`src/isc_pkg.sv`:
```
package isc_pkg;

  // ----------------------------------------------------------------
  // link register map
  // ----------------------------------------------------------------
  localparam logic [7:0] ISC_STATUS_ADDR = 8'h18;
  localparam logic [7:0] ISC_ERR_CFG_ADDR = 8'h19;
  localparam logic [7:0] ISC_MAIN_CFG_ADDR = 8'h1A;
  localparam logic [7:0] ISC_MUX_CFG_ADDR = 8'h1B;

  // ----------------------------------------------------------------
  // reset values
  // ----------------------------------------------------------------
  localparam logic [15:0] ISC_ERR_CFG_RST = 16'h0000;
  localparam logic [15:0] ISC_MAIN_CFG_RST = 16'h2801;
  localparam logic [15:0] ISC_MUX_CFG_RST = 16'h020F;

  // ----------------------------------------------------------------
  // error_report_config fields
  // ----------------------------------------------------------------
  localparam int ISC_AMP_LOW_TO_IRQ = 3;
  localparam int ISC_ZERO_COUNT_TO_IRQ = 2;
  localparam int ISC_ERR_RSVD_BIT = 1;
  localparam int ISC_DATA_READY_TO_IRQ = 0;

  // ----------------------------------------------------------------
  // main_configuration fields
  // ----------------------------------------------------------------
  localparam int ISC_SINGLE_CH_HI = 15;
  localparam int ISC_SINGLE_CH_LO = 14;
  localparam int ISC_SLEEP = 13;
  localparam int ISC_OVERRIDE = 12;
  localparam int ISC_STARTUP = 11;
  localparam int ISC_AMP_CORR_DIS = 10;
  localparam int ISC_REF_SRC = 9;
  localparam int ISC_CFG_RSVD_BIT = 8;
  localparam int ISC_IRQ_PIN_DIS = 7;
  localparam int ISC_BOOST_CH0 = 6;
  localparam logic [5:0] ISC_CFG_LOW_RSVD = 6'h01;

  // ----------------------------------------------------------------
  // channel_mux_configuration fields
  // ----------------------------------------------------------------
  localparam int ISC_SCAN_EN = 15;
  localparam int ISC_SEQ_HI = 14;
  localparam int ISC_SEQ_LO = 13;
  localparam int ISC_DEGLITCH_HI = 2;

  // ----------------------------------------------------------------
  // status flag positions (own status word)
  // ----------------------------------------------------------------
  localparam int ISC_ST_AMP_LOW = 9;
  localparam int ISC_ST_ZERO_COUNT = 8;
  localparam int ISC_ST_DATA_READY = 6;

  // ----------------------------------------------------------------
  // host avalon map (word addresses)
  // ----------------------------------------------------------------
  localparam logic [2:0] ISC_AV_CMD = 3'h0;
  localparam logic [2:0] ISC_AV_WDATA = 3'h1;
  localparam logic [2:0] ISC_AV_GO = 3'h2;
  localparam logic [2:0] ISC_AV_RESULT = 3'h3;
  localparam logic [2:0] ISC_AV_IRQ_STATUS = 3'h4;
  localparam logic [2:0] ISC_AV_IRQ_CLEAR = 3'h5;
  localparam logic [2:0] ISC_AV_IRQ_ENABLE = 3'h6;
  localparam int ISC_CMD_READ_BIT = 8;
  localparam int ISC_RES_BUSY_BIT = 16;
  localparam int ISC_EV_DONE = 0;
  localparam int ISC_EV_DEV_IRQ = 1;

  typedef enum logic [2:0] {
    ISC_H_IDLE = 3'b001,
    ISC_H_REQ = 3'b010,
    ISC_H_DONE = 3'b100
  } isc_host_state_t;

endpackage : isc_pkg

```
`src/isc_link_if.sv`:
```
`timescale 1ns/1ps
interface isc_link_if;
  logic [7:0] addr;
  logic [15:0] wdata;
  logic wr;
  logic rd;
  logic ack;
  logic [15:0] rdata;
  logic irq_o;
  logic irq_oe_n;
  logic irq_line;

  // pulled-up open-drain line
  assign irq_line = irq_oe_n ? 1'b1 : irq_o;

  modport device (input addr, input wdata, input wr, input rd, output ack, output rdata,
                  output irq_o, output irq_oe_n);
  modport host (output addr, output wdata, output wr, output rd, input ack, input rdata,
                input irq_line);
endinterface : isc_link_if

```
`src/isc_device.sv`:
```
// Behaviour
// - amp-low routed to pin/status by bit3
// - zero-count routed to pin/status by bit2
// - data-ready routed to pin/status by bit0
// - host writes zero to reserved bit 1 of error config and bit 8 of main config
// - bits 15:14 pick single channel
// - bit 13 sleep, resets to one
// - bit 12 enables drive current override
// - bit 11 selects sensor startup mode
// - bit 10 disables correction, freezes measurement
// - host should disable correction for precision
// - bit 9 selects external reference
// - bit 7 holds interrupt pin high
// - bit 6 boosts channel 0 drive
// - host avoids boost with scan enabled
// - host writes low config bits 000001
// - mux bit 15 enables channel scan
// - mux bits 14:13 pick scan sequence
// - mux bits 2:0 pick deglitch bandwidth
//
// Design decision made here: the Avalon-MM register port.
`timescale 1ns/1ps
module isc_device import isc_pkg::*; #(
  parameter int NUM_CHANNELS = 4
) (
  // clock and reset
  input wire logic clk,
  input wire logic reset,
  // link
  isc_link_if.device link,
  // conversion core events
  input wire logic amp_low_evt,
  input wire logic zero_count_evt,
  input wire logic conv_done_evt,
  // conversion core controls
  output logic [1:0] conv_channel,
  output logic sleep_mode,
  output logic drive_current_override_enable,
  output logic sensor_startup_mode_select,
  output logic amplitude_correction_disable,
  output logic measured_drive_update_en,
  output logic reference_source_select,
  output logic boosted_drive_ch0,
  output logic [2:0] deglitch_select
);

  // ----------------------------------------------------------------
  // configuration registers
  // ----------------------------------------------------------------
  logic [15:0] err_cfg_q;
  logic [15:0] main_cfg_q;
  logic [15:0] mux_cfg_q;
  logic wr_hit;

  assign wr_hit = link.wr && !link.ack;

  always_ff @(posedge clk or posedge reset) begin
    if (reset) begin
      err_cfg_q <= ISC_ERR_CFG_RST;
    end else if (wr_hit && link.addr == ISC_ERR_CFG_ADDR) begin
      err_cfg_q <= link.wdata;
    end
  end

  always_ff @(posedge clk or posedge reset) begin
    if (reset) begin
      main_cfg_q <= ISC_MAIN_CFG_RST;
    end else if (wr_hit && link.addr == ISC_MAIN_CFG_ADDR) begin
      main_cfg_q <= link.wdata;
    end
  end

  always_ff @(posedge clk or posedge reset) begin
    if (reset) begin
      mux_cfg_q <= ISC_MUX_CFG_RST;
    end else if (wr_hit && link.addr == ISC_MUX_CFG_ADDR) begin
      mux_cfg_q <= link.wdata;
    end
  end

  // ----------------------------------------------------------------
  // status flags
  // ----------------------------------------------------------------
  logic amp_low_flag_q;
  logic zero_count_status_flag_q;
  logic data_ready_status_flag_q;
  logic status_rd;

  // read of status clears flags; a new event in the same cycle wins
  assign status_rd = link.rd && !link.ack && link.addr == ISC_STATUS_ADDR;

  always_ff @(posedge clk or posedge reset) begin
    if (reset) begin
      amp_low_flag_q <= 1'b0;
    end else if (amp_low_evt && err_cfg_q[ISC_AMP_LOW_TO_IRQ]) begin
      amp_low_flag_q <= 1'b1;
    end else if (status_rd) begin
      amp_low_flag_q <= 1'b0;
    end
  end

  always_ff @(posedge clk or posedge reset) begin
    if (reset) begin
      zero_count_status_flag_q <= 1'b0;
    end else if (zero_count_evt && err_cfg_q[ISC_ZERO_COUNT_TO_IRQ]) begin
      zero_count_status_flag_q <= 1'b1;
    end else if (status_rd) begin
      zero_count_status_flag_q <= 1'b0;
    end
  end

  // ----------------------------------------------------------------
  // channel sequencing
  // ----------------------------------------------------------------
  logic [1:0] scan_last;
  logic [1:0] scan_ch_q;
  logic [1:0] max_ch;
  logic seq_end;

  assign max_ch = 2'(NUM_CHANNELS - 1);

  always_comb begin
    case (mux_cfg_q[ISC_SEQ_HI:ISC_SEQ_LO])
      2'h1: scan_last = 2'h2;
      2'h2: scan_last = 2'h3;
      default: scan_last = 2'h1;
    endcase
    if (scan_last > max_ch) begin
      scan_last = max_ch;
    end
  end

  assign seq_end = scan_ch_q >= scan_last;

  // scan steps one channel per conversion
  always_ff @(posedge clk or posedge reset) begin
    if (reset) begin
      scan_ch_q <= 2'h0;
    end else if (!mux_cfg_q[ISC_SCAN_EN] || main_cfg_q[ISC_SLEEP]) begin
      scan_ch_q <= 2'h0;
    end else if (conv_done_evt) begin
      scan_ch_q <= seq_end ? 2'h0 : scan_ch_q + 2'h1;
    end
  end

  // data-ready; in scan only after the whole sequence
  always_ff @(posedge clk or posedge reset) begin
    if (reset) begin
      data_ready_status_flag_q <= 1'b0;
    end else if (conv_done_evt && err_cfg_q[ISC_DATA_READY_TO_IRQ]
                 && (!mux_cfg_q[ISC_SCAN_EN] || seq_end)) begin
      data_ready_status_flag_q <= 1'b1;
    end else if (status_rd) begin
      data_ready_status_flag_q <= 1'b0;
    end
  end

  // ----------------------------------------------------------------
  // link answer
  // ----------------------------------------------------------------
  logic [15:0] status_word;
  logic [15:0] rdata_d;

  always_comb begin
    status_word = 16'h0000;
    status_word[ISC_ST_AMP_LOW] = amp_low_flag_q;
    status_word[ISC_ST_ZERO_COUNT] = zero_count_status_flag_q;
    status_word[ISC_ST_DATA_READY] = data_ready_status_flag_q;
  end

  // unmapped addresses read zero
  always_comb begin
    case (link.addr)
      ISC_STATUS_ADDR: rdata_d = status_word;
      ISC_ERR_CFG_ADDR: rdata_d = err_cfg_q;
      ISC_MAIN_CFG_ADDR: rdata_d = main_cfg_q;
      ISC_MUX_CFG_ADDR: rdata_d = mux_cfg_q;
      default: rdata_d = 16'h0000;
    endcase
  end

  // ack one cycle after request; host drops request on ack
  always_ff @(posedge clk or posedge reset) begin
    if (reset) begin
      link.ack <= 1'b0;
      link.rdata <= 16'h0000;
    end else begin
      link.ack <= (link.wr || link.rd) && !link.ack;
      if (link.rd && !link.ack) begin
        link.rdata <= rdata_d;
      end
    end
  end

  // ----------------------------------------------------------------
  // interrupt pin
  // ----------------------------------------------------------------
  // disable holds pin released
  // pin low on any set flag
  always_ff @(posedge clk or posedge reset) begin
    if (reset) begin
      link.irq_oe_n <= 1'b1;
    end else begin
      link.irq_oe_n <= main_cfg_q[ISC_IRQ_PIN_DIS] ||
                       !(amp_low_flag_q || zero_count_status_flag_q
                         || data_ready_status_flag_q);
    end
  end

  always_ff @(posedge clk or posedge reset) begin
    if (reset) begin
      link.irq_o <= 1'b0;
    end else begin
      link.irq_o <= 1'b0;
    end
  end

  // ----------------------------------------------------------------
  // core controls
  // ----------------------------------------------------------------
  always_ff @(posedge clk or posedge reset) begin
    if (reset) begin
      conv_channel <= 2'h0;
    end else if (mux_cfg_q[ISC_SCAN_EN]) begin
      conv_channel <= scan_ch_q;
    end else begin
      // single channel, clamped to fitted channels
      conv_channel <= (main_cfg_q[ISC_SINGLE_CH_HI:ISC_SINGLE_CH_LO] > max_ch) ?
                      max_ch : main_cfg_q[ISC_SINGLE_CH_HI:ISC_SINGLE_CH_LO];
    end
  end

  always_ff @(posedge clk or posedge reset) begin
    if (reset) begin
      sleep_mode <= 1'b1;
      drive_current_override_enable <= 1'b0;
      sensor_startup_mode_select <= 1'b1;
      amplitude_correction_disable <= 1'b0;
      measured_drive_update_en <= 1'b0;
      reference_source_select <= 1'b0;
      boosted_drive_ch0 <= 1'b0;
      deglitch_select <= 3'h7;
    end else begin
      sleep_mode <= main_cfg_q[ISC_SLEEP];
      drive_current_override_enable <= main_cfg_q[ISC_OVERRIDE];
      sensor_startup_mode_select <= main_cfg_q[ISC_STARTUP];
      amplitude_correction_disable <= main_cfg_q[ISC_AMP_CORR_DIS];
      measured_drive_update_en <= !main_cfg_q[ISC_AMP_CORR_DIS] && conv_done_evt;
      reference_source_select <= main_cfg_q[ISC_REF_SRC];
      // boost only on channel 0, never while scanning
      boosted_drive_ch0 <= main_cfg_q[ISC_BOOST_CH0] && !mux_cfg_q[ISC_SCAN_EN];
      deglitch_select <= mux_cfg_q[ISC_DEGLITCH_HI:0];
    end
  end

endmodule : isc_device

```
`src/flat_wrapper.sv`:
```
// flat-port wrapper written by rule: the top's interface ports become plain ports
module isc_device_flat import isc_pkg::*;
#(
  parameter int NUM_CHANNELS = 4
)
  (clk, reset, amp_low_evt, zero_count_evt, conv_done_evt, conv_channel, sleep_mode, drive_current_override_enable, sensor_startup_mode_select, amplitude_correction_disable, measured_drive_update_en, reference_source_select, boosted_drive_ch0, deglitch_select, link_addr, link_wdata, link_wr, link_rd, link_ack, link_rdata, link_irq_o, link_irq_oe_n);
  isc_link_if link_i ();
  input wire logic clk;
  input wire logic reset;
  input wire logic amp_low_evt;
  input wire logic zero_count_evt;
  input wire logic conv_done_evt;
  output logic [1:0] conv_channel;
  output logic sleep_mode;
  output logic drive_current_override_enable;
  output logic sensor_startup_mode_select;
  output logic amplitude_correction_disable;
  output logic measured_drive_update_en;
  output logic reference_source_select;
  output logic boosted_drive_ch0;
  output logic [2:0] deglitch_select;
  input wire logic [$bits(link_i.addr)-1:0] link_addr;
  input wire logic [$bits(link_i.wdata)-1:0] link_wdata;
  input wire logic [$bits(link_i.wr)-1:0] link_wr;
  input wire logic [$bits(link_i.rd)-1:0] link_rd;
  output wire logic [$bits(link_i.ack)-1:0] link_ack;
  output wire logic [$bits(link_i.rdata)-1:0] link_rdata;
  output wire logic [$bits(link_i.irq_o)-1:0] link_irq_o;
  output wire logic [$bits(link_i.irq_oe_n)-1:0] link_irq_oe_n;
  assign link_i.addr = link_addr;
  assign link_i.wdata = link_wdata;
  assign link_i.wr = link_wr;
  assign link_i.rd = link_rd;
  assign link_ack = link_i.ack;
  assign link_rdata = link_i.rdata;
  assign link_irq_o = link_i.irq_o;
  assign link_irq_oe_n = link_i.irq_oe_n;
  isc_device #(.NUM_CHANNELS(NUM_CHANNELS)) u_core (.clk(clk), .reset(reset), .link(link_i), .amp_low_evt(amp_low_evt), .zero_count_evt(zero_count_evt), .conv_done_evt(conv_done_evt), .conv_channel(conv_channel), .sleep_mode(sleep_mode), .drive_current_override_enable(drive_current_override_enable), .sensor_startup_mode_select(sensor_startup_mode_select), .amplitude_correction_disable(amplitude_correction_disable), .measured_drive_update_en(measured_drive_update_en), .reference_source_select(reference_source_select), .boosted_drive_ch0(boosted_drive_ch0), .deglitch_select(deglitch_select));
endmodule
```
`config.mk`:
```
export PLATFORM = sky130hd
export DESIGN_NAME = isc_device_flat
export DESIGN_NICKNAME = d
export VERILOG_FILES = /design/src/isc_pkg.sv /design/src/isc_link_if.sv /design/src/isc_device.sv /design/src/flat_wrapper.sv
export SDC_FILE = /design/constraint.sdc
export NUM_CORES = 1
export LEC_CHECK = 0
export ABC_CLOCK_PERIOD_IN_PS = 7250
export BUFFER_PORTS_ARGS = -buffer_cell sky130_fd_sc_hd__buf_2
export CAP_MARGIN = 20
export CORE_UTILIZATION = 50
export CTS_CLUSTER_DIAMETER = 120
export DETAILED_ROUTE_END_ITERATION = 8
export PLACE_DENSITY = 0.72
export SLEW_MARGIN = 40
export SYNTH_ARGS = -nofsm -noshare
export SYNTH_HDL_FRONTEND = slang
export SYNTH_SLANG_ARGS = --single-unit
export TNS_END_PERCENT = 5
```
`constraint.sdc`:
```
create_clock -name clk -period 7.25 [get_ports clk]
set_input_delay 1.0875 -clock clk [delete_from_list [all_inputs] [get_ports clk]]
set_output_delay 1.0875 -clock clk [all_outputs]
set_load 0.03 [all_outputs]
```
==> impl_results.md, run 1 <==
* Top cells by area, synth: dfrtp_1 (48%), mux2_2 (13%), dfstp_2 (10%), mux2_4 (8.3%), a22oi_1 (2.7%)
* Via density per instance at 5.40
* Static leakage at 0.00211 uW
* Worst Hold Class: register to register
* Worst setup path class: primary input to register
* Site Rows at 30
* Final non-filler cell total at 408
* YS warnings at 0
* Cells on worst reg2reg path at 3
* Syn Inst Count at 248
* Gp weighted congestion at 0.786
* DRT Pass-1 Iters at 4
* WL final at 7.01 mm
* Max-slew violations at 0
* Share of layout cells above drive strength 1 at 52.6%
* Initial drt markers at 92
* Via count at 2203
* Final worst slack at 4600 ps
* DR WL/cell at 17.2 um
* Largest fanout on the critical path at 20
* Initial antenna violation count at 0
* Worst Max-Slew Pin Slew at 736 ps
* Period utilisation layout at 36.5%
* Vias in the first global route at 2246
* Final Hold Fails at 0
* Final Setup Violations at 0
* Core ar. at 0.00691 sq mm
* Fin Setup TNS at 0 ps
* Post-synth EDFFs at 0
* # IOs at 62
* Largest net degree at the start of global routing at 84
* PwrDens at 228 mW/mm^2
* Worst hold stages at 0
* Max VDD drop at 0.0000923 V
* Syn Area/Cell at 14.6 sq um
* Post-route minimum period at 2650 ps
* Post_cts resized at 0
* # hold bufs at CTS at 0
* Startpoint Class: primary input
* Top cell type's share of synthesized area at 47.7%
* Count leader, synth: dfrtp_1
* TritonCTS clock tree: yes
* Max Clk Rate at 378 MHz
* Skew-Pair Late Insertion Delay at 340 ps
* Final antenna-violating net count at 0
* Hold EP: u_core.deglitch_select[1]
* HPWL Detailed at 4.69 mm
* FFs w/ async S/R, synth at 100%
* Cells after DPL at 392
* GRT overflow at 0
* First-pass GRT wire length at 11.4 mm
* Initial Utilization at 52.4%
* Post-Syn Nets at 282
* Skew final at 6.86 ps
* Top post-synthesis cells by count: dfrtp_1 (69), mux2_2 (43), mux2_4 (20)
* Post-Syn Area at 0.00362 sq mm
* PortBufs at 60
* Die Span Y at 87.1 um
* Nets at 341
* Antenna diodes at 0
* Max clock buf depth at 2
* Status: finished, final reports clean
* Root buf cell: clkbuf_8
* H-tree levels at 3
* Worst reg2reg endpoint: u_core.err_cfg_q[10]
* Slew HR at 51.0%
* Die W at 87.1 um
* WHS at 383 ps
* Hold wc startpoint: u_core.mux_cfg_q[1]
* Crit end category: register
* Worst EP arrival at 2880 ps
* Largest area contributor in the netlist: dfrtp_1
* R2R setup slack at 5200 ps
* Area grow syn2layout at 15.8%
* Gr usage total at 20.5%
* DRC at 0
* Setup Fix Bufs, Post-CTS at 0
* Die area at 0.00759 sq mm
* Worst-path clk slew at 80 ps
* Fill count at 564
* Dominant synthesized flop cell: dfrtp_1
* Clock sinks at 83
* TritonCTS buffer count at 9
* #FFs+latches synth at 83
* RSZ-0062 raised after global routing: false
* Crit path required time at 7480 ps
* Reg2reg start: u_core.link.ack
* Max Cap Viol at 0
* Yosys cell types at 37
* Setup WS pre-CTS at 4230 ps
* Sequential-to-total area share from yosys stat at 57.8%
## cell usage in the layout (no fill, tap or decap), types with 2 or more instances in the layout
cell	instances
nand2_1	13
ha_1	3
nand4_4	2
clkbuf_8	11
bufinv_16	2
inv_1	5
mux2_4	20
clkinv_2	2
dfstp_2	14
mux2_2	43
o21ai_0	13
mux4_2	3
a21oi_1	2
a22oi_1	13
nor2_1	3
buf_2	60
and2b_1	2
a22o_1	5
nand2b_1	3
nor2b_1	6
dfrtp_1	69
## how the worst max path moves through the flow
stage | startpoint | depth (start not counted) | to
2_1_floorplan | reset | 1 | u_core.amp_low_flag_q
3_3_place_gp | link_addr[5] | 4 | u_core.err_cfg_q[11]
3_5_place_dp | link_addr[1] | 4 | u_core.main_cfg_q[8]
4_1_cts | link_addr[1] | 4 | u_core.main_cfg_q[15]
5_1_grt | link_addr[1] | 4 | u_core.main_cfg_q[1]
6_report | link_addr[1] | 4 | u_core.main_cfg_q[15]
## where the power goes
group	switching, uW	leakage, uW	total (uW)	internal (uW)
logic	50.5	0.000897	88.2	37.7
registers	13.0	0.00110	500	487
clock network	157	0.000113	370	212
total	221	0.00211	957	737
## per-layer routing
layer	GRT usage, %	share of wire [%]	wire, um
met1	26.2	45	3130
met2	34.6	51	3570
met3	2.94	2.3	164
met4	9.54	2.1	148
met5	0	0	0
## metrics by stage
step	util (%)	power (uW)	area (sq um)
floorplan	-	566	3620
global placement	57.3	595	3960
global route	60.7	998	4190
CTS	60.7	967	4190
finish	60.7	957	4190
detailed placement	57.4	597	3960
## state kept, by name, summed over array words and instances (netlist names), 2 cells and up
| signal | cells |
|---|---|
| u_core.err_cfg_q | 16 |
| u_core.scan_ch_q | 2 |
| u_core.link.rdata | 16 |
| u_core.deglitch_select | 3 |
| u_core.main_cfg_q | 16 |
| u_core.mux_cfg_q | 16 |
| u_core.conv_channel | 2 |
## worst max-delay path, cell delays in order
cell	delay (ps)
buf_2	370
and2b_1	570
nand4_4	430
mux2_2	410
## cell type report
class | count | area (sq um) | share of cell area, %
Clock inverter | 4 | 72.6 | 1.73
Tap cell | 96 | 120 | 2.87
Clock buffer | 12 | 155 | 3.70
Timing Repair Buffer | 61 | 312 | 7.43
Inverter | 6 | 23.8 | 0.567
Sequential cell | 83 | 2090 | 50.0
Multi-Input combinational cell | 146 | 1410 | 33.7
## cells by family after synthesis
| group | after synthesis | share of synthesized area (%) |
|---|---|---|
| AOI/OAI and AO/OA | 37 | 6.95 |
| DFF | 83 | 57.8 |
| adders and majority gates | 3 | 1.04 |
| other | 1 | 0.104 |
| muxes | 66 | 23.5 |
| and+or+nand+nor | 39 | 7.33 |
| buffers and inverters | 19 | 3.21 |
Note: power is estimated with default switching activity, not from simulation.
==> inputs of run 2 (changes only) <==
- ABC_AREA: default -> 1
- ABC_CLOCK_PERIOD_IN_PS: 7250 -> 2670
- clock period: 7.25 -> 2.67 ns (I/O delays scaled with it)
==> run 2 against run 1 <==
Against the previous run: synthesized cell count up 64%; non-clock buffer count up 4; clock power up 120%; synthesized area up 5.6%.
==> impl_results.md, run 2 <==
* Skew-Pair Late Insertion Delay at 350 ps (was 340 ps)
* Worst EP arrival at 1870 ps (was 2880 ps)
* PortBufs at 60 (unchanged)
* Initial drt markers at 205 (was 92)
* Crit path required time at 2910 ps (was 7480 ps)
* Worst setup path class: register to register (was primary input to register)
* RSZ-0062 raised after global routing: false (unchanged)
* Final Hold Fails at 0 (unchanged)
* PwrDens at 571 mW/mm^2 (was 228 mW/mm^2)
* Static leakage at 0.00227 uW (was 0.00211 uW)
* Final Setup Violations at 0 (unchanged)
* Vias in the first global route at 2782 (was 2246)
* Cell breakdown of the critical path: ha_1 -> ha_1 -> a21oi_1 -> nand2_1 -> nand3_1 -> nand2_1 (was buf_2 -> and2b_1 -> nand4_4 -> mux2_2)
* Top cells by area, synth: dfrtp_1 (45%), nand2_1 (10%), dfstp_2 (9.6%), o21ai_2 (7.3%), nand3_1 (7.1%) (was dfrtp_1 (48%), mux2_2 (13%), dfstp_2 (10%), mux2_4 (8.3%), a22oi_1 (2.7%))
* Largest net degree at the start of global routing at 43 (was 84)
* Largest fanout on the critical path at 3 (was 20)
* Critical-path top delay cell: dfrtp_1 (was and2b_1)
* Post-Syn Nets at 441 (was 282)
* Setup Fix Bufs, Post-CTS at 0 (unchanged)
* Sequential-to-total area share from yosys stat at 54.8% (was 57.8%)
* Gp weighted congestion at 0.787 (was 0.786)
* Commonest non-fill, non-tap cell in the layout: nand2_1 (was dfrtp_1)
* Top cell type's share of synthesized area at 45.2% (was 47.7%)
* Final antenna-violating net count at 0 (unchanged)
* # IOs at 62 (unchanged)
* Period utilisation layout at 61.1%
* Syn Area/Cell at 9.39 sq um (was 14.6 sq um)
* Initial Utilization at 52.2% (was 52.4%)
* Largest area contributor in the netlist: dfrtp_1 (unchanged)
* DRT Pass-1 Iters at 4 (unchanged)
* Crit end category: register (unchanged)
* Post_cts resized at 0 (unchanged)
* Max stage delay on crit path at 420 ps (was 570 ps)
* Clock sinks at 83 (unchanged)
* DRC at 0 (unchanged)
* Slew HR at 51.7% (was 51.0%)
* First-pass GRT wire length at 13.1 mm (was 11.4 mm)
* CP delay by family, top: adder cells (was simple AND/OR/NAND/NOR gates)
* Antenna diodes at 0 (unchanged)
* GRT overflow at 0 (unchanged)
* Area grow syn2layout at 13.1% (was 15.8%)
* Die Span Y at 89.5 um (was 87.1 um)
* Worst Max-Slew Pin Slew at 724 ps (was 736 ps)
* Startpoint Class: register (was primary input)
* YS warnings at 0 (unchanged)
* Gr usage total at 22.2% (was 20.5%)
* Skew final at 7.77 ps (was 6.86 ps)
* Die W at 89.5 um (was 87.1 um)
* DR WL/cell at 13.7 um (was 17.2 um)
* Max Clk Rate at 613 MHz
* Root buf cell: clkbuf_8 (unchanged)
* Worst-path clk slew at 80 ps (about the same)
* #FFs+latches synth at 83 (unchanged)
* TritonCTS buffer count at 9 (unchanged)
* TritonCTS clock tree: yes (unchanged)
* Max-slew violations at 0 (unchanged)
* FFs w/ async S/R, synth at 100% (unchanged)
* Setup WS pre-CTS at 841 ps (was 4230 ps)
* Nets at 497 (was 341)
* Site Rows at 31 (was 30)
* Worst Hold Class: primary input to async pin (was register to register)
* Via density per instance at 5.01 (was 5.40)
* Post-synth EDFFs at 0 (unchanged)
* Final worst slack at 1040 ps (was 4600 ps)
* Top post-synthesis cells by count: nand2_1 (106), dfrtp_1 (69), nand3_1 (54) (was dfrtp_1 (69), mux2_2 (43), mux2_4 (20))
* WHS at 146 ps (was 383 ps)
* HPWL Detailed at 5.36 mm (was 4.69 mm)
* Initial antenna violation count at 0 (unchanged)
* # hold bufs at CTS at 0 (unchanged)
* Max clock buf depth at 2 (unchanged)
* Buf/Inv on CP at 0 (was 1)
* Fin Setup TNS at 0 ps (unchanged)
* Max Cap Viol at 0 (unchanged)
* Max VDD drop at 0.000374 V (was 0.0000923 V)
* Post-route minimum period at 1630 ps
* WL final at 7.77 mm (was 7.01 mm)
* H-tree levels at 3 (unchanged)
* Count leader, synth: nand2_1 (was dfrtp_1)
* Via count at 2842 (was 2203)
* Yosys cell types at 24 (was 37)
* Dominant synthesized flop cell: dfrtp_1 (unchanged)
* Core ar. at 0.00733 sq mm (was 0.00691 sq mm)
* Share of layout cells above drive strength 1 at 35.9% (was 52.6%)
* Die area at 0.00800 sq mm (was 0.00759 sq mm)
* Post-Syn Area at 0.00382 sq mm (was 0.00362 sq mm)
* Most frequent cells in the layout: nand2_1 (106), dfrtp_1 (69), buf_2 (60) (was dfrtp_1 (69), buf_2 (60), mux2_2 (43))
* Status: finished, final reports clean (unchanged)
* Syn Inst Count at 407 (was 248)
run 2: report_power, final:
part	switching [uW]	leakage [uW]	total (uW)	internal, uW
Sequential	40.3	0.00110	1370	1330
Combinational	191	0.00108	285	93.4
Clock	432	0.0000884	818	386
Total	664	0.00227	2470	1810
run 2: cells by family (layout without fill, tap and decap cells):
family | count (synthesis) | count (layout) | synth area share [%]
AO/OA/AOI/OAI | 58 | 58 | 10.7
adder cells (fa/ha/maj) | 3 | 3 | 0.982
buffers and inverters | 55 | 116 | 7.49
flip-flops | 83 | 83 | 54.8
other | 1 | 1 | 0.0981
AND/OR/NAND/NOR | 207 | 207 | 25.9
run 2: worst paths after layout:
kind | startpoint | endpoint | slack (ps) | cells past startpoint
min in group clk | conv_done_evt | u_core.measured_drive_update_en | 300 | 3
max in group asynchronous | reset | u_core.deglitch_select[2] | 1800 | 3
worst min-delay path | reset | u_core.link.ack | 150 | 2
worst min register to register | u_core.mux_cfg_q[2] | u_core.deglitch_select[2] | 380 | 0
worst max-delay path | u_core.mux_cfg_q[13] | u_core.data_ready_status_flag_q | 1040 | 6
worst max register to register | u_core.mux_cfg_q[13] | u_core.data_ready_status_flag_q | 1040 | 6
run 2: final cells by class:
type / instances / area [sq um]
inverter: 35 / 133
timing repair buffer: 65 / 350
clock buffer: 12 / 155
tap: 99 / 124
clock inverter: 4 / 25.0
sequential: 83 / 2090
fill: 684 / 3010
multi-input combinational: 269 / 1440
run 2: metal layers:
metal | track usage [%] | wire length [um]
met1 | 29.4 | 3580
met2 | 35.9 | 3690
met3 | 4.43 | 396
met4 | 9.38 | 98
met5 | 0 | 0
run 2: worst register-to-register path: stages (launching register included):
cell,delay (ps)
dfrtp_1,420
ha_1,310
ha_1,270
a21oi_1,240
nand2_1,90
nand3_1,120
nand2_1,70
run 2: per-stage QoR:
| step | instance area (sq um) | total power [uW] | cells | utilization, % |
|---|---|---|---|---|
| after global routing | 4320 | 2590 | 567 | 59.0 |
| after floorplan | 3820 | 1590 | 407 | - |
| after CTS | 4320 | 2500 | 567 | 59.0 |
| after detailed placement | 4140 | 1680 | 551 | 56.5 |
| final | 4320 | 2470 | 567 | 59.0 |
| after global placement | 4140 | 1670 | 551 | 56.5 |
